<file path="config.mk">
export PLATFORM = sky130hd
export DESIGN_NAME = scc_strap_capture
export DESIGN_NICKNAME = d
export VERILOG_FILES = /design/src/rtl/scc_pkg.sv /design/src/rtl/scc_strap_capture.sv /design/src/rtl/scc_sync_div.sv
export SDC_FILE = /design/constraint.sdc
export NUM_CORES = 1
export LEC_CHECK = 0
export BUFFER_PORTS_ARGS = -buffer_cell sky130_fd_sc_hd__buf_2
export CAP_MARGIN = 15
export CORE_ASPECT_RATIO = 2
export CORE_MARGIN = 2
export CORE_UTILIZATION = 30
export CTS_CLUSTER_DIAMETER = 30
export DETAILED_ROUTE_END_ITERATION = 10
export SLEW_MARGIN = 20
export SYNTH_ARGS = -nofsm -noshare
export SYNTH_HDL_FRONTEND = slang
export SYNTH_SLANG_ARGS = --single-unit
</file>
<file path="constraint.sdc">
create_clock -name CORE_CLK -period 3.5 [get_ports CORE_CLK]
set_input_delay 0.7 -clock CORE_CLK [delete_from_list [all_inputs] [get_ports CORE_CLK]]
set_output_delay 0.7 -clock CORE_CLK [all_outputs]
set_load 0.01 [all_outputs]
</file>
<file path="src/rtl/scc_pkg.sv">
// Overview of operation
// Latch five address straps; bit4 is MSB.
// Address readable in extended status bits 4:0.
// Full_duplex_indicator lit only on full-duplex link.
// Multi-node strap selects master or slave priority.
// Multi-node strap readable in status bit 5.
// Trigger output only in test modes 1, 4.
// Pair-swap strap high enables automatic crossover.
// Strap low: crossover follows manual strap.
// Pair-swap status bit 6; seeds ext bit 15.
// Clock-to-MAC strap enables or disables clock output.
// Clock-to-MAC strap readable in status bit 7.
// Test mode 1: sync clock is test clock/4.
// Test mode 4: divide by 6, else unavailable.
// Reset source holds reset low at least 150 us.
// Sample straps in reset, hold after release.
package scc_pkg;

  localparam int unsigned ADDR_W          = 5;
  localparam int unsigned REG_W           = 16;
  localparam int unsigned MODE_W          = 3;
  localparam int unsigned DIV_W           = 2;

  localparam logic [7:0]  STRAP_STS_ADDR  = 8'h10;
  localparam logic [7:0]  EXT_STS_ADDR    = 8'h12;
  localparam int unsigned STS_MULTI_BIT   = 5;
  localparam int unsigned STS_XOVER_BIT   = 6;
  localparam int unsigned STS_MACCLK_BIT  = 7;
  localparam int unsigned EXT_ADDR_LSB    = 0;
  localparam int unsigned EXT_XOVER_BIT   = 15;
  localparam logic [15:0] STS_RESET_VAL   = 16'h0000;

  localparam logic [2:0]  TEST_MODE_1     = 3'h1;
  localparam logic [2:0]  TEST_MODE_4     = 3'h4;
  // Half periods in test clock edges: divide by 4 and by 6.
  localparam logic [1:0]  HALF_DIV4       = 2'h2;
  localparam logic [1:0]  HALF_DIV6       = 2'h3;

  localparam longint      CLK_HZ          = 64'd20000000;
  localparam longint      RESET_MIN_US    = 64'd150;
  localparam int unsigned RST_CNT_W       = 12;
  localparam logic [11:0] RESET_MIN_CYC   = 12'((RESET_MIN_US * CLK_HZ + 64'd999999) / 64'd1000000);

  // Strap vector positions after the pin synchronisers.
  localparam int unsigned PIN_MULTI       = 5;
  localparam int unsigned PIN_AUTO        = 6;
  localparam int unsigned PIN_MANUAL      = 7;
  localparam int unsigned PIN_MACCLK      = 8;
  localparam int unsigned PIN_TCLK        = 9;
  localparam int unsigned PIN_W           = 10;

endpackage : scc_pkg

</file>
<file path="src/rtl/scc_strap_capture.sv">
module scc_strap_capture
  import scc_pkg::*;
(
  input  wire logic                      CORE_CLK,             // 20 MHz core clock.
  input  wire logic                      RSTN,                 // Synchronous hard reset, active low.
  input  wire logic                      CLK_EN,               // Freezes all state while low.
  input  wire logic [scc_pkg::ADDR_W-1:0] ADDR_STRAP_I,        // Address strap pins, bit 0 shared with LED.
  output logic                           ADDR0_PIN_O,          // Full duplex indicator drive.
  output logic                           ADDR0_PIN_OE_N,       // Low while the LED pin is driven.
  input  wire logic                      MULTI_PIN_I,          // Multi-node strap pin.
  output logic                           MULTI_PIN_O,          // Test trigger drive.
  output logic                           MULTI_PIN_OE_N,       // Low while trigger is driven.
  input  wire logic                      AUTO_XOVER_STRAP_I,   // Automatic pair swap strap.
  input  wire logic                      MANUAL_XOVER_STRAP_I, // Manual crossover strap.
  input  wire logic                      MACCLK_PIN_I,         // Clock-to-MAC strap pin.
  output logic                           MACCLK_PIN_O,         // Test sync clock drive.
  output logic                           MACCLK_PIN_OE_N,      // Low while sync clock is driven.
  input  wire logic                      TX_TEST_CLK,          // Transmit test clock, asynchronous.
  input  wire logic [scc_pkg::MODE_W-1:0] TEST_MODE,           // Gigabit transmit test mode.
  input  wire logic                      LINK_UP,              // Link established.
  input  wire logic                      FULL_DUPLEX,          // Operating in full duplex.
  input  wire logic                      AUTO_SWAP_DECISION,   // Pair swap chosen by crossover logic.
  input  wire logic                      EXT_XOVER_WR,         // Software write of ext bit 15.
  input  wire logic                      EXT_XOVER_WDATA,      // Value written to ext bit 15.
  output logic [scc_pkg::ADDR_W-1:0]     MGMT_BASE_ADDRESS,    // Latched management address.
  output logic [scc_pkg::REG_W-1:0]      STRAP_STATUS,         // Strap status register image.
  output logic [scc_pkg::REG_W-1:0]      EXT_STATUS,           // Extended status register image.
  output logic                           ADVERTISE_MULTI_NODE, // Master priority advertised.
  output logic                           AUTO_XOVER_EN,        // Automatic crossover enabled.
  output logic                           PAIR_SWAP,            // Media pairs swapped.
  output logic                           MAC_CLK_OUT_EN,       // Clock toward MAC enabled.
  output logic                           RESET_TIME_OK         // Last reset met minimum width.
);

  import scc_pkg::*;

  // Synchronisers run without reset so straps are sampled during reset.
  logic [PIN_W-1:0]     sync1_reg, sync2_reg;
  logic                 tclk_d_reg;
  logic                 tclk_rise;

  logic [ADDR_W-1:0]    addr_reg, addr_next;
  logic                 multi_reg, multi_next;
  logic                 auto_reg, auto_next;
  logic                 manual_reg, manual_next;
  logic                 macclk_reg, macclk_next;
  logic                 xover_reg, xover_next;
  logic                 drive_reg, drive_next;
  logic [RST_CNT_W-1:0] rcnt_reg, rcnt_next;
  logic                 in_rst_reg, in_rst_next;
  logic                 rok_reg, rok_next;

  logic [REG_W-1:0]     sts_reg, sts_next;
  logic [REG_W-1:0]     ext_reg, ext_next;
  logic                 led_reg, led_next;
  logic                 led_oe_n_reg, led_oe_n_next;
  logic                 swap_reg, swap_next;
  logic                 trig_o_reg, trig_o_next;
  logic                 sclk_o_reg, sclk_o_next;
  logic                 multi_oe_n_reg, multi_oe_n_next;
  logic                 mclk_oe_n_reg, mclk_oe_n_next;

  logic                 tm1, tm4, test_on;
  logic                 div_clk, div_trig;

  // Only these two test modes hand the shared pins over to the test outputs.
  // The same decode guards the pin enables and the trigger and sync-on checks, so it lives in one place.
  function automatic logic is_test_mode(input logic [MODE_W-1:0] mode);
    return (mode == TEST_MODE_1) || (mode == TEST_MODE_4);
  endfunction : is_test_mode

  always_ff @(posedge CORE_CLK) begin
    if (CLK_EN) begin
      sync1_reg  <= {TX_TEST_CLK, MACCLK_PIN_I, MANUAL_XOVER_STRAP_I, AUTO_XOVER_STRAP_I, MULTI_PIN_I, ADDR_STRAP_I};
      sync2_reg  <= sync1_reg;
      tclk_d_reg <= sync2_reg[PIN_TCLK];
    end
  end

  assign tclk_rise = sync2_reg[PIN_TCLK] && !tclk_d_reg;
  assign tm1       = (TEST_MODE == TEST_MODE_1);
  assign tm4       = (TEST_MODE == TEST_MODE_4);
  assign test_on   = drive_reg && is_test_mode(TEST_MODE);

  scc_sync_div u_div (
    .clk       (CORE_CLK),
    .rst_n     (RSTN),
    .ce        (CLK_EN),
    .run       (test_on),
    .half      (tm1 ? HALF_DIV4 : HALF_DIV6),
    .tclk_rise (tclk_rise),
    .sync_clk  (div_clk),
    .trigger   (div_trig)
  );

  // Strap latches follow the pins throughout reset and freeze at release.
  always_comb begin
    addr_next   = addr_reg;
    multi_next  = multi_reg;
    auto_next   = auto_reg;
    manual_next = manual_reg;
    macclk_next = macclk_reg;
    drive_next  = 1'b1;
    if (!RSTN) begin
      addr_next   = sync2_reg[ADDR_W-1:0];
      multi_next  = sync2_reg[PIN_MULTI];
      auto_next   = sync2_reg[PIN_AUTO];
      manual_next = sync2_reg[PIN_MANUAL];
      macclk_next = sync2_reg[PIN_MACCLK];
      drive_next  = 1'b0;
    end
  end

  // Reset width check: a short pulse may leave straps unsettled.
  // The count restarts on the first edge of each reset and is kept after release, so the
  // status bit always agrees with the width that produced it.
  // An unknown entry flag at power-up falls to the restart branch, which keeps the count
  // out of the unknown state from the very first reset on.
  always_comb begin
    rcnt_next   = rcnt_reg;
    in_rst_next = !RSTN;
    rok_next    = rok_reg;
    if (!RSTN) begin
      rok_next = 1'b0;
      if (in_rst_reg) begin
        rcnt_next = (rcnt_reg >= RESET_MIN_CYC) ? rcnt_reg : rcnt_reg + 12'h001;
      end else begin
        rcnt_next = 12'h001;
      end
    end else if (in_rst_reg) begin
      rok_next = (rcnt_reg >= RESET_MIN_CYC);
    end
  end

  // Register images and functional outputs.
  always_comb begin
    xover_next = xover_reg;
    if (!RSTN) begin
      xover_next = sync2_reg[PIN_AUTO];
    end else if (EXT_XOVER_WR) begin
      xover_next = EXT_XOVER_WDATA;
    end
    sts_next                 = STS_RESET_VAL;
    sts_next[STS_MULTI_BIT]  = multi_next;
    sts_next[STS_XOVER_BIT]  = auto_next;
    sts_next[STS_MACCLK_BIT] = macclk_next;
    ext_next                 = STS_RESET_VAL;
    ext_next[EXT_ADDR_LSB +: ADDR_W] = addr_next;
    ext_next[EXT_XOVER_BIT]  = xover_next;
    led_next  = RSTN && LINK_UP && FULL_DUPLEX;
    // The LED pin is released during reset so its strap resistor sets the level.
    led_oe_n_next   = !drive_next;
    swap_next = xover_next ? AUTO_SWAP_DECISION : manual_next;
    trig_o_next     = test_on && div_trig;
    multi_oe_n_next = !test_on;
    sclk_o_next     = test_on && div_clk;
    mclk_oe_n_next  = !test_on;
  end

  always_ff @(posedge CORE_CLK) begin
    if (CLK_EN) begin
      addr_reg       <= addr_next;
      multi_reg      <= multi_next;
      auto_reg       <= auto_next;
      manual_reg     <= manual_next;
      macclk_reg     <= macclk_next;
      xover_reg      <= xover_next;
      drive_reg      <= drive_next;
      rcnt_reg       <= rcnt_next;
      in_rst_reg     <= in_rst_next;
      rok_reg        <= rok_next;
      sts_reg        <= sts_next;
      ext_reg        <= ext_next;
      led_reg        <= led_next;
      led_oe_n_reg   <= led_oe_n_next;
      swap_reg       <= swap_next;
      trig_o_reg     <= trig_o_next;
      sclk_o_reg     <= sclk_o_next;
      multi_oe_n_reg <= multi_oe_n_next;
      mclk_oe_n_reg  <= mclk_oe_n_next;
    end
  end

  assign MGMT_BASE_ADDRESS    = addr_reg;
  assign STRAP_STATUS         = sts_reg;
  assign EXT_STATUS           = ext_reg;
  assign ADVERTISE_MULTI_NODE = multi_reg;
  assign AUTO_XOVER_EN        = xover_reg;
  assign PAIR_SWAP            = swap_reg;
  assign MAC_CLK_OUT_EN       = macclk_reg;
  assign RESET_TIME_OK        = rok_reg;
  assign ADDR0_PIN_O          = led_reg;
  assign ADDR0_PIN_OE_N       = led_oe_n_reg;
  assign MULTI_PIN_O          = trig_o_reg;
  assign MULTI_PIN_OE_N       = multi_oe_n_reg;
  assign MACCLK_PIN_O         = sclk_o_reg;
  assign MACCLK_PIN_OE_N      = mclk_oe_n_reg;
endmodule : scc_strap_capture

</file>
<file path="src/rtl/scc_sync_div.sv">
module scc_sync_div
  import scc_pkg::*;
(
  input  wire logic             clk,       // Core clock.
  input  wire logic             rst_n,     // Synchronous reset, active low.
  input  wire logic             ce,        // Clock enable.
  input  wire logic             run,       // Divider active.
  input  wire logic [DIV_W-1:0] half,      // Test clock edges per half period.
  input  wire logic             tclk_rise, // One-cycle test clock rising edge.
  output logic                  sync_clk,  // Divided clock.
  output logic                  trigger    // Pulse at each divided rising edge.
);

  logic [DIV_W-1:0] cnt_reg, cnt_next;
  logic             clk_reg, clk_next;
  logic             trig_reg, trig_next;

  always_comb begin
    cnt_next  = cnt_reg;
    clk_next  = clk_reg;
    trig_next = 1'b0;
    if (!rst_n || !run) begin
      cnt_next = '0;
      clk_next = 1'b0;
    end else if (tclk_rise) begin
      if (cnt_reg == half - 2'h1) begin
        cnt_next  = '0;
        clk_next  = !clk_reg;
        trig_next = !clk_reg;
      end else begin
        cnt_next = cnt_reg + 2'h1;
      end
    end
  end

  always_ff @(posedge clk) begin
    if (ce) begin
      cnt_reg  <= cnt_next;
      clk_reg  <= clk_next;
      trig_reg <= trig_next;
    end
  end

  assign sync_clk = clk_reg;
  assign trigger  = trig_reg;

endmodule : scc_sync_div

</file>
# --- Yosys cells after proc, flatten, opt, wreduce, memory -nomap -nowiden ---
# Index checks and enable logic that the tools add are counted.
word_totals:
  reg_bits: 64
  elab_cells: 70
  output_inout_bits: 48
op_classes:
  eq_ne: 5
  add_sub_neg: 3
  muxes: 16
  bitwise_logic: 3
  reduce_logical: 19
  magnitude_cmp: 1
ops:
  columns: ["operator", "count"]
  rows:
  - ["adder 12 x 1 -> 12 bit (second input constant)", 1]
  - ["greater-or-equal comparator 12 bit (second input constant)", 1]
  - ["two-way mux 1 bit", 12]
  - ["two-way mux 12 bit", 1]
  - ["logical AND 1 bit", 6]
  - ["AND reduction 3 bit", 2]
  - ["two-way mux 5 bit", 1]
  - ["logical NOT 1 bit", 4]
  - ["two-way mux 2 bit", 2]
  - ["AND reduction 2 bit", 2]
  - ["nonzero test 2 bit", 2]
  - ["== test 3 x 1 -> 1 bit (second input constant)", 1]
  - ["== test 3 bit (second input constant)", 1]
  - ["inverter 1 bit", 3]
  - ["OR reduction 3 bit", 1]
  - ["adder 2 x 1 -> 2 bit (second input constant)", 1]
  - ["== test 2 bit", 1]
  - ["logical OR 1 bit", 2]
  - ["inequality test 2 x 1 -> 1 bit (second input constant)", 1]
  - ["inequality test 2 bit (second input constant)", 1]
  - ["subtractor 2 x 1 -> 2 bit (second input constant)", 1]

# --- Longest topological paths before layout ---
depth:
  depth_word: 7
  depth_mapped: 4
  depth_no_buf: 4

# --- Modules after synthesis ---
# Synthesis repeated with hierarchy kept, for this count alone.
hier_totals:
  cells_unflattened: 173
  hier_area_um2: 2447.3
modules_own_cells:
  columns: ["module", "instances", "cells_per_inst", "area_each_um2"]
  rows:
  - ["scc_strap_capture", 1, 155, 2225.9]
  - ["scc_sync_div", 1, 18, 221.5]

# --- Worst setup path before layout ---
# No wires, ideal clock.
synth_timing:
  path_type: "in2reg"
  startpoint: "input RSTN"
  endpoint: "register rcnt_reg[0], enable pin"
  slack_ns: 1.222
  required_time_ns: 3.096
  setup_time_ns: 0.404
  path_buffers: 1
  arrival_time_ns: 1.874
  path_stages: 2
  cell_sequence: "buf_2 a311oi_1"
synth_between:
  elab_chain_cells: 2
synth_rtl:
  columns: ["item", "line", "source"]
  rows:
  - ["start: declaration", "scc_strap_capture.sv:5", "input wire logic RSTN,"]
  - ["inverter 1 bit (no source line)", null, null]
  - ["AND reduction 3 bit (no source line)", null, null]
  - ["end signal: assignment", "scc_strap_capture.sv:169", "rcnt_reg <= rcnt_next;"]
  - ["end: declaration", "scc_strap_capture.sv:49", "logic [RST_CNT_W-1:0] rcnt_reg, rcnt_next;"]
# No other way between the ends.
# A chain may end at the register's enable or synchronous reset.

# --- Worst setup path in the final report ---
layout_timing:
  startpoint: "register led_oe_n_reg (netlist: ADDR0_PIN_OE_N)"
  endpoint: "output ADDR0_PIN_OE_N"
layout_lines:
  columns: ["item", "line", "source"]
  rows:
  - ["start: declaration", "scc_strap_capture.sv:56", "logic led_oe_n_reg, led_oe_n_next;"]
  - ["start signal: assignment", "scc_strap_capture.sv:175", "led_oe_n_reg <= led_oe_n_next;"]
  - ["end: declaration", "scc_strap_capture.sv:9", "output logic ADDR0_PIN_OE_N,"]
# No word-level cell between the ends.

==> impl_metrics.py <==
metrics = {
    "outcome": {
        "outcome": "finished clean",
    },
    "placement": {
        "place_area_sq_um": 2640,
        "dp_hpwl_um": 3040,
        "gp_congestion": 0.739,
        "io_buffers": 45,
        "dp_cells": 303,
    },
    "synth": {
        "yosysMostFrequentCell": "edfxtp_1",
        "yosys_warnings": 0,
        "synth_common_cells": "edfxtp_1 (55), buf_4 (33), inv_1 (8)",
        "synth_area_per_cell_sq_um": 14.2,
        "synth_edf_count": 55,
        "yosys-top-cells-area": "edfxtp_1 (68%), buf_4 (10%), mux2i_1 (1.6%), nor2b_1 (1.5%), a21oi_1 (1.4%)",
        "synth_cell_types": 36,
        "syn_inst": 172,
        "ys_async_sr_fraction": 0,
        "yosys.area.top_type": "edfxtp_1",
        "synth_seq_cells": 55,
        "seq_area_frac_synth": 0.676,
        "synth-main-ff-cell": "edfxtp_1",
        "synth_area_sq_um": 2440,
        "synth_top_area_frac": 0.676,
    },
    "worst_setup_path": {
        "arrival_ns": 0.99,
        "cp-start-kind": "flop",
        "crit_family": "flip-flops",
        "crit_fanout": 7,
        "crit_chain": "buf_2",
        "critPathKind": "flop to primary output",
        "required_ns": 2.80,
        "critPathBufInv": 1,
        "critPathMaxStageDelay_ns": 0.51,
        "end_kind": "primary output",
        "slowest_stage": "edfxtp_1",
    },
    "layout": {
        "fin_area_sq_um": 2800,
        "num-fill-cells": 807,
        "num-nets-final": 237,
        "drive_above_1_share": 0.280,
        "utilization": 0.352,
        "largest_reg_flops": 12,
        "syn_to_final_growth_pct": 14.4,
        "stdcell_count": 310,
        "antenna_cells": 0,
    },
    "clock_network": {
        "worst_skew_pair.late_latency_ns": 0.28,
        "post-cts-setup-buffer-count": 0,
        "cts_tree": "built",
        "cts_hold_buf": 0,
        "cts-root-buf": "clkbuf_16",
        "cts_max_level": 2,
        "cts_buffer_depth": 2,
        "post_cts_resized": 0,
        "clkSlewWorstSetupHoldPaths_ns": 0.06,
        "cts_buffers": 5,
        "cts.sink_count": 55,
    },
    "drt": {
        "vias": 1372,
        "drc": 0,
        "first_pass_iters": 4,
        "avgViaCountPerCell": 4.43,
        "wire_per_inst_um": 12.7,
        "drt_iter0_markers": 40,
        "antenna_left": 0,
        "routed_wl_um": 3930,
    },
    "die": {
        "fp.coreArea_sq_um": 7940,
        "die_w_um": 67.8,
        "pin_count": 69,
        "dieArea_sq_um": 8930,
        "start_util": 0.308,
        "num_rows": 46,
        "die_height_um": 132,
    },
    "pwr": {
        "p_leak_nw": 1.07,
        "p_per_area_nw_per_um2": 512,
        "ir_drop_mv": 0.337,
    },
    "sta": {
        "setup_viol": 0,
        "drv_slew": 0,
        "skew_ns": 0.00504,
        "maxSlewHeadroom": 0.603,
        "period_minus_slack_ns": 1.69,
        "tns_ns": 0,
        "holdWs_ns": 0.420,
        "rsz0062_at_grt": "no",
        "clock.fmax_mhz": 592,
        "final-hold-violation-count": 0,
        "period_share": 0.483,
        "tightestPinTransition_ns": 0.594,
    },
    "global_routing": {
        "grt_max_degree": 33,
        "grt_remaining_overflow": 0,
        "grt_usage": 0.0978,
        "grt_pass1_vias": 1381,
        "antenna_found_initial": 0,
        "grt_pass1_wl_um": 6660,
    },
    "flow_run": {
        "maxCapViolations": 0,
    },
    "worst_hold_path": {
        "worstHoldPathType": "flop to flop",
    },
}
## layer usage
metal | vias up | GRT usage | wire, um
li1 | 656 | - | -
met1 | 670 | 0.117 | 1540
met2 | 40 | 0.162 | 2140
met3 | 6 | 0.0154 | 172
met4 | 0 | 0.0533 | 79
met5 | - | 0 | 0
## final timing paths
check | start | endpoint | slack [ns] | cells after the start
max | ADDR0_PIN_OE_N | ADDR0_PIN_OE_N | 1.81 | 1
min | sync1_reg[2] | sync2_reg[2] | 0.42 | 0
max reg2reg | rcnt_reg[5] | rcnt_reg[5] | 1.82 | 4
min reg2reg | sync1_reg[2] | sync2_reg[2] | 0.42 | 0
## layout make-up
class / instances / area [sq um] / share of cell area
repair buffers: 47 / 240 / 0.0859
clock buffers: 5 / 125 / 0.0447
clock inverters: 2 / 37.5 / 0.0134
well taps: 96 / 120 / 0.0429
flip-flops and latches: 55 / 1650 / 0.590
multi-input cells: 96 / 589 / 0.211
inverters: 9 / 33.8 / 0.0121
## logic make-up after synthesis
family / after synthesis / share of synthesized area
multiplexers: 6 / 0.0256
other: 1 / 0.00153
flip-flops: 55 / 0.676
buffers and inverters: 43 / 0.117
AO/OA/AOI/OAI: 19 / 0.0471
XOR/XNOR: 4 / 0.0143
AND/OR/NAND/NOR: 42 / 0.108
adder cells (fa/ha/maj): 2 / 0.0102
## through the flow
step / power [mW] / setup WS (ns)
finish: 1.43 / 1.81
floorplan: 0.885 / 1.22
global placement: 0.905 / 1.61
detailed placement: 0.910 / 1.59
global route: 1.49 / 1.61
CTS: 1.45 / 1.80
## placed cells by master (no fill, tap or decap), types with 2 or more instances in the layout
master / count
a21oi_1: 7
a31oi_1: 2
and2_1: 3
and3_1: 2
and3b_1: 2
buf_2: 45
buf_4: 2
clkbuf_16: 5
conb_1: 23
edfxtp_1: 55
ha_1: 2
inv_1: 8
mux2_2: 2
mux2i_1: 4
nand2_1: 4
nand2b_1: 2
nand3_1: 3
nor2_1: 6
nor2b_1: 6
nor4_1: 2
o21ai_0: 4
o31ai_1: 3
or3_2: 2
or4_1: 3
xnor2_1: 2
xor2_1: 2
## report_power, final
group	leakage (nW)	internal [mW]	switching (mW)
logic	0.464	0.0378	0.0639
registers	0.534	0.773	0.0193
clock network	0.0759	0.333	0.205
(Power assumes the default switching activity.)
